`config.mk`:
```
export PLATFORM = sky130hd
export DESIGN_NAME = stepper_chopper_config
export DESIGN_NICKNAME = d
export VERILOG_FILES = /design/src/verilog/chopper_pkg.sv /design/src/verilog/stepper_chopper_config.sv /design/src/verilog/random_offset.sv
export SDC_FILE = /design/constraint.sdc
export NUM_CORES = 1
export LEC_CHECK = 0
export BUFFER_PORTS_ARGS = -buffer_cell sky130_fd_sc_hd__buf_2
export CAP_MARGIN = 30
export CELL_PAD_IN_SITES_DETAIL_PLACEMENT = 1
export CELL_PAD_IN_SITES_GLOBAL_PLACEMENT = 1
export CORE_MARGIN = 10
export CORE_UTILIZATION = 35
export DETAILED_ROUTE_END_ITERATION = 12
export HOLD_SLACK_MARGIN = 0.02
export PLACE_DENSITY = 0.73
export SLEW_MARGIN = 20
export SYNTH_ARGS = -nofsm -noshare
export SYNTH_HDL_FRONTEND = slang
export SYNTH_SLANG_ARGS = --single-unit
```
`constraint.sdc`:
```
create_clock -name i_core_clk -period 2.6 [get_ports i_core_clk]
set_clock_uncertainty 0.05 [all_clocks]
set_input_delay 0.39 -clock i_core_clk [delete_from_list [all_inputs] [get_ports i_core_clk]]
set_output_delay 0.39 -clock i_core_clk [all_outputs]
set_load 0.1 [all_outputs]
```
`src/verilog/chopper_pkg.sv`:
```
// Shared constants and types for the chopper configuration block.
package chopper_pkg;

	// Configuration word layout.
	localparam int unsigned WORD_W    = 20;
	localparam int unsigned SEL_BIT   = 19;
	localparam int unsigned TARGET_HI = 18;
	localparam int unsigned TARGET_LO = 17;
	localparam int unsigned BLANK_HI  = 16;
	localparam int unsigned BLANK_LO  = 15;
	localparam int unsigned MODE_BIT  = 14;
	localparam int unsigned RANDOM_BIT = 13;
	localparam int unsigned DEC_HI    = 12;
	localparam int unsigned DEC_LO    = 11;
	localparam int unsigned END_HI    = 10;
	localparam int unsigned END_LO    = 7;
	localparam int unsigned START_HI  = 6;
	localparam int unsigned START_LO  = 4;
	localparam int unsigned OFF_HI    = 3;
	localparam int unsigned OFF_LO    = 0;

	localparam logic [1:0]  TARGET_CHOPPER = 2'h0;
	localparam logic [19:0] CHOPPER_CONFIG_RESET = 20'h00000;

	// Timing in system clock cycles, hysteresis biases and the random seed.
	localparam logic [9:0] BLANK_CYCLES [4] = '{10'h010, 10'h018,
		10'h024, 10'h036};
	localparam logic [9:0] OFF_BASE     = 10'h00C;
	localparam logic [9:0] OFF_MIN      = 10'h040;
	localparam logic [9:0] RANDOM_BIAS  = 10'h00C;
	localparam logic [5:0] HYST_END_BIAS = 6'h03;
	localparam logic [5:0] HYST_START_BIAS = 6'h01;
	localparam logic [4:0] LFSR_SEED    = 5'h01;

	typedef enum logic [1:0] {
		ST_DISABLED,
		ST_ON,
		ST_FAST,
		ST_SLOW
	} chop_state_e;

endpackage

```
`src/verilog/stepper_chopper_config.sv`:
```
// Chopper configuration register and chopper phase sequencer.
`timescale 1ns/1ps
module stepper_chopper_config
	import chopper_pkg::*;
(
	input  wire logic              i_core_clk,
	input  wire logic              i_reset_n,
	input  wire logic              i_word_valid,
	input  wire logic [WORD_W-1:0] i_word,
	input  wire logic              i_comparator_trip,
	input  wire logic              i_negative_reached,
	output logic                   o_drvctrl_write,
	output logic      [WORD_W-1:0] o_drvctrl_word,
	output logic                   o_bridge_enable,
	output logic                   o_phase_on,
	output logic                   o_phase_fast,
	output logic                   o_phase_slow,
	output logic                   o_blanking,
	output logic                   o_chopper_mode,
	output logic signed      [5:0] o_hysteresis,
	output logic             [3:0] o_sine_offset
);

	logic [WORD_W-1:0] chopper_configuration_q;
	logic              drvctrl_write_q;
	logic [WORD_W-1:0] drvctrl_word_q;
	chop_state_e       state_q;
	chop_state_e       state_d;
	logic [9:0]        timer_q;
	logic [9:0]        timer_d;
	logic signed [5:0] hyst_q;
	logic [6:0]        dec_cnt_q;

	// Address decode of incoming words.
	logic chopper_write;
	logic drvctrl_write;
	assign chopper_write = i_word_valid & i_word[SEL_BIT]
		& (i_word[TARGET_HI:TARGET_LO] == TARGET_CHOPPER);
	assign drvctrl_write = i_word_valid & ~i_word[SEL_BIT];

	// Field extraction.
	logic [1:0] blank_code;
	logic       chopper_mode_bit;
	logic       random_off_time;
	logic [1:0] hysteresis_decrement;
	logic [3:0] hysteresis_end;
	logic [2:0] hysteresis_start;
	logic [3:0] off_time;
	assign blank_code = chopper_configuration_q[BLANK_HI:BLANK_LO];
	assign chopper_mode_bit = chopper_configuration_q[MODE_BIT];
	assign random_off_time = chopper_configuration_q[RANDOM_BIT];
	assign hysteresis_decrement = chopper_configuration_q[DEC_HI:DEC_LO];
	assign hysteresis_end = chopper_configuration_q[END_HI:END_LO];
	assign hysteresis_start = chopper_configuration_q[START_HI:START_LO];
	assign off_time = chopper_configuration_q[OFF_HI:OFF_LO];

	logic driver_on;
	assign driver_on = (off_time != 4'h0);

	logic [9:0] blank_len;
	assign blank_len = BLANK_CYCLES[blank_code];

	logic [3:0] fast_setting;
	assign fast_setting = {hysteresis_decrement[0], hysteresis_start};
	logic [9:0] fast_len;
	assign fast_len = {1'b0, fast_setting, 5'h00};

	logic [9:0] off_raw;
	logic [9:0] off_nom;
	assign off_raw = OFF_BASE + {1'b0, off_time, 5'h00};
	assign off_nom = (off_raw < OFF_MIN) ? OFF_MIN : off_raw;

	logic [3:0] rand_off;
	logic [9:0] off_len;
	logic       rand_step;
	assign off_len = random_off_time
		? off_nom - RANDOM_BIAS + {6'h00, rand_off}
		: off_nom;

	random_offset random_offset_inst (
		.i_core_clk (i_core_clk),
		.i_reset_n  (i_reset_n),
		.i_step     (rand_step),
		.o_offset   (rand_off)
	);

	// Comparator is only honoured once the blank timer has run out.
	logic on_done;
	logic use_fast;
	logic fast_early;
	assign on_done = (state_q == ST_ON) && (timer_q == 10'h000)
		&& i_comparator_trip;
	assign use_fast = chopper_mode_bit && (fast_setting != 4'h0);
	assign fast_early = i_negative_reached & ~hysteresis_decrement[1];
	// A fresh off duration is drawn each time the slow phase is entered.
	assign rand_step = (state_q != state_d) && (state_d == ST_SLOW);

	always_comb begin
		state_d = state_q;
		timer_d = (timer_q != 10'h000) ? timer_q - 10'h001 : timer_q;
		unique case (state_q)
			ST_DISABLED: begin
				if (driver_on) begin
					state_d = ST_ON;
					timer_d = blank_len;
				end
			end
			ST_ON: begin
				if (on_done && use_fast) begin
					state_d = ST_FAST;
					timer_d = fast_len;
				end else if (on_done) begin
					state_d = ST_SLOW;
					timer_d = off_len;
				end
			end
			ST_FAST: begin
				if (timer_q <= 10'h001 || fast_early) begin
					state_d = ST_SLOW;
					timer_d = off_len;
				end
			end
			ST_SLOW: begin
				if (timer_q <= 10'h001) begin
					state_d = ST_ON;
					timer_d = blank_len;
				end
			end
		endcase
		if (!driver_on) begin
			state_d = ST_DISABLED;
			timer_d = 10'h000;
		end
	end

	logic signed [5:0] hyst_low;
	logic signed [5:0] hyst_start;
	assign hyst_low = $signed({2'b00, hysteresis_end})
		- $signed(HYST_END_BIAS);
	assign hyst_start = hyst_low + $signed({3'b000, hysteresis_start})
		+ $signed(HYST_START_BIAS);

	// decrement period 16 per code step
	logic [6:0] dec_period;
	logic       dec_tick;
	assign dec_period = {hysteresis_decrement + 2'h1 == 2'h0 ? 3'h4
		: {1'b0, hysteresis_decrement + 2'h1}, 4'h0};
	assign dec_tick = (dec_cnt_q >= dec_period - 7'h01);

	always_ff @(posedge i_core_clk) begin
		if (!i_reset_n) begin
			chopper_configuration_q <= CHOPPER_CONFIG_RESET;
			drvctrl_write_q <= 1'b0;
			drvctrl_word_q <= '0;
		end else begin
			if (chopper_write) begin
				chopper_configuration_q <= i_word;
			end
			drvctrl_write_q <= drvctrl_write;
			if (drvctrl_write) begin
				drvctrl_word_q <= i_word;
			end
		end
	end

	always_ff @(posedge i_core_clk) begin
		if (!i_reset_n) begin
			state_q <= ST_DISABLED;
			timer_q <= 10'h000;
		end else begin
			state_q <= state_d;
			timer_q <= timer_d;
		end
	end

	// Hysteresis restarts high at each on phase and sinks toward the low.
	always_ff @(posedge i_core_clk) begin
		if (!i_reset_n) begin
			hyst_q <= 6'sh00;
			dec_cnt_q <= 7'h00;
		end else if (state_q != ST_ON && state_d == ST_ON) begin
			hyst_q <= hyst_start;
			dec_cnt_q <= 7'h00;
		end else if (dec_tick) begin
			dec_cnt_q <= 7'h00;
			if (hyst_q > hyst_low) begin
				hyst_q <= hyst_q - 6'sh01;
			end
		end else begin
			dec_cnt_q <= dec_cnt_q + 7'h01;
		end
	end

	assign o_drvctrl_write = drvctrl_write_q;
	assign o_drvctrl_word  = drvctrl_word_q;
	assign o_bridge_enable = (state_q != ST_DISABLED);
	assign o_phase_on      = (state_q == ST_ON);
	assign o_phase_fast    = (state_q == ST_FAST);
	assign o_phase_slow    = (state_q == ST_SLOW);
	assign o_blanking      = (state_q == ST_ON) && (timer_q != 10'h000);
	assign o_chopper_mode  = chopper_mode_bit;
	assign o_hysteresis    = chopper_mode_bit ? 6'sh00 : hyst_q;
	assign o_sine_offset   = chopper_mode_bit ? hysteresis_end : 4'h0;

endmodule

```
`src/verilog/random_offset.sv`:
```
// Pseudo random source for off-time modulation.
`timescale 1ns/1ps
module random_offset
	import chopper_pkg::*;
(
	input  wire logic       i_core_clk,
	input  wire logic       i_reset_n,
	input  wire logic       i_step,
	output logic      [3:0] o_offset
);

	logic [4:0] lfsr_q;
	logic [4:0] lfsr_d;

	// Maximal length five bit sequence; the low nibble covers all 16 codes.
	assign lfsr_d   = {lfsr_q[3:0], lfsr_q[4] ^ lfsr_q[2]};
	assign o_offset = lfsr_q[3:0];

	always_ff @(posedge i_core_clk) begin
		if (!i_reset_n) begin
			lfsr_q <= LFSR_SEED;
		end else if (i_step) begin
			lfsr_q <= lfsr_d;
		end
	end

endmodule

```
==> results_dict.tcl <==
set metrics [dict create \
    clkLatencyLatePin_ps 340 \
    maxCapViolations 0 \
    postLayoutCellArea_mm2 0.00451 \
    grt_pass1_wl_um 18200 \
    dpl.hpwl_um 8680 \
    rows 37 \
    crit_path_cell_trace "ha_1, or3_4, ha_1, nand3_1, a21oi_2, o21ai_2, buf_4, nor4bb_4, xnor2_1, a21oi_1" \
    grt_pass1_vias 3698 \
    synth-simple-area-share 0.249 \
    top_usage_layer "met2" \
    ir_drop_mv 0.310 \
    seq_area_frac_synth 0.359 \
    synth-xor-area-share 0.0531 \
    r2r_start "chopper_configuration_q[8]$_SDFFE_PN0P_" \
    drt_iter0_drc 127 \
    grtUsageTotal 0.147 \
    final_cells 682 \
    ys.flop_type "dfxtp_1" \
    critPathMaxFanout 4 \
    synthesis.area_mm2 0.00380 \
    yosys-mux-area-fraction 0.0188 \
    layout_commonest_cell "nand2_1" \
    synthArstFlopShare 0 \
    core_area_mm2 0.0105 \
    power.density_mw_per_mm2 545 \
    hold_violations 0 \
    fin_setup_tns_ps 0 \
    drive_above_1_share 0.211 \
    critPathMaxStageDelay_ps 380 \
    worstPathRequired_ps 2770 \
    ios 62 \
    detailedRoute.firstPassIterationCount 4 \
    slew_headroom 0.465 \
    ff2ff_setup_slack_ps 120 \
    crit_slowest_cell "or3_4" \
    cts.path.max_buffers 2 \
    synth_compound_area_frac 0.173 \
    finalSetupViolations 0 \
    vias_per_cell 5.06 \
    grt_max_degree 26 \
    drt-wirelength-per-cell_um 16.2 \
    critPathLaunch "chopper_configuration_q[8]$_SDFFE_PN0P_" \
    path_clk_slew_ps 80 \
    nets 591 \
    crit_path_frequent_cell "ha_1" \
    start_util 0.363 \
    cts_tree "done" \
    start_kind "flop" \
    syn_inst 478 \
    period_minus_slack_ps 2480 \
    dieHeight_um 124 \
    mostFrequentLayoutCells "92 x nand2_1, 68 x dfxtp_1, 61 x buf_2" \
    fin_util 0.431 \
    grt_antenna_before_repair 0 \
    cts_buffers 9 \
    arrival_ps 2650 \
    tightest_slew_ps 802 \
    whs_ps 242 \
    reg2reg_depth 10 \
    routed_wl_um 11100 \
    maxSlewViolCount 0 \
    status "complete, no violations" \
    crit_end "hyst_q[4]$_SDFFE_PN0P_" \
    htreeDepth 3 \
    die-area_mm2 0.0154 \
    gr-total-overflow 0 \
    ant_nets 0 \
    hp-class "primary input to flop" \
    rsz0062_at_grt "yes" \
    yosysUniqueCellTypes 57 \
    die_x_um 124 \
    synth_fa_ha_area_frac 0.0864 \
    port_buffers 61 \
    diodes 0 \
    area_delta_synth_final_pct 18.8 \
    vias 3453 \
    cts.sinks 68 \
    drcViolationCount 0 \
    synth_edf_count 0 \
    ctsRootBufferMaster "clkbuf_8" \
    dpl_cell_area_mm2 0.00422 \
    routabilityCongestion 0.845 \
    met1_usage 0.189 \
    ys_seq_elements 68 \
    period_share 0.954 \
    syn_avg_cell_area_um2 7.94 \
    leakagePower_nw 1.89 \
    syn_nets 528 \
    met2_usage 0.230 \
    r2r_end "hyst_q[4]$_SDFFE_PN0P_" \
    ys_warn_count 0 \
    synth_top_family_by_area "simple AND/OR/NAND/NOR gates" \
    placed_cells 664 \
    gr-usage-met3 0.0480 \
    worstSetupEndpointType "flop" \
    worstSetupPathType "flop to flop" \
    timing.fmax_mhz 403 \
]
## synthesized netlist by cell type, types with 6 or more instances
library cell | instances | area share
o21ai_0 | 19 | 0.025
xnor2_1 | 14 | 0.032
nor2b_1 | 9 | 0.015
a211oi_1 | 6 | 0.012
dfxtp_1 | 68 | 0.36
nor3_1 | 11 | 0.015
and2_1 | 6 | 0.0099
a21oi_1 | 57 | 0.075
nor2_1 | 36 | 0.036
nand2_1 | 92 | 0.091
xor2_1 | 9 | 0.021
inv_1 | 26 | 0.026
or3_1 | 6 | 0.0099
clkbuf_1 | 14 | 0.014
nand3_1 | 11 | 0.015
ha_1 | 23 | 0.076
mux2i_1 | 6 | 0.016
## final cells by class
| type | count | area (um^2) |
|---|---|---|
| clock buffers | 10 | 128 |
| clock inverters | 6 | 71.3 |
| repair buffers | 73 | 399 |
| multi-input cells | 361 | 2270 |
| inverters | 28 | 108 |
| flip-flops and latches | 68 | 1360 |
| well taps | 136 | 170 |
| fillers | 1345 | 5950 |
## timing repair
item / in CTS / in global routing
pin swaps: 1 / 1
gates resized for setup: 2 / 13
hold buffers: 0 / 0
endpoints found under the setup margin: 2 / 12
buffers inserted: 1 / 1
## critical path, delay by kind of cell (launching register included)
kind / cells / cell delay, ps
and+or+nand+nor: 3 / 760
adders and majority gates: 2 / 550
DFF: 1 / 340
AOI/OAI and AO/OA: 3 / 330
buffers and inverters: 1 / 170
xor gates and xnor gates: 1 / 150
## sequential cells by signal, summed over array words and instances, names as in the netlist
register / cells
chopper_configuration_q: 17
o_drvctrl_write: 1
hyst_q: 6
timer_q: 10
o_drvctrl_word: 20
state_q: 2
dec_cnt_q: 7
random_offset_inst.lfsr_q: 5
## power breakdown
| part | switching [mW] | internal, mW |
|---|---|---|
| registers | 0.0344 | 1.08 |
| logic | 0.334 | 0.124 |
| clock network | 0.438 | 0.452 |
| total | 0.806 | 1.65 |
## routing by layer
metal	up-vias	share of wire
li1	1754	-
met1	1610	0.48
met2	76	0.45
met3	13	0.063
met4	0	0.011
met5	-	0
## stage by stage
| step | setup slack [ps] | total power [mW] |
|---|---|---|
| after floorplan | -148 | 1.48 |
| after global placement | 141 | 1.57 |
| after detailed placement | -44.9 | 1.58 |
| after CTS | 3.19 | 2.47 |
| after global routing | -8.08 | 2.58 |
| final | 118 | 2.46 |
## how the worst min path moves through the flow
stage                              startpoint                         endpoint  slack (ps)  cells after the start
2_1_floorplan         dec_cnt_q[0]$_SDFF_PP0_          dec_cnt_q[0]$_SDFF_PP0_         390                      1
3_3_place_gp   o_drvctrl_word[9]$_SDFFE_PN0P_   o_drvctrl_word[9]$_SDFFE_PN0P_         390                      2
3_5_place_dp   o_drvctrl_word[4]$_SDFFE_PN0P_   o_drvctrl_word[4]$_SDFFE_PN0P_         400                      2
4_1_cts                            i_word[18]  o_drvctrl_word[18]$_SDFFE_PN0P_         230                      3
5_1_grt                            i_word[18]  o_drvctrl_word[18]$_SDFFE_PN0P_         220                      3
6_report                           i_word[13]  o_drvctrl_word[13]$_SDFFE_PN0P_         240                      3
## cells by family (layout without fill, tap and decap cells)
logic type	count (synthesis)	in the layout
fa+ha+maj	25	25
simple gates	199	199
xor+xnor	23	23
compound gates	107	107
mux	7	7
flops	68	68
buf+inv	49	117
(Power assumes the default switching activity.)
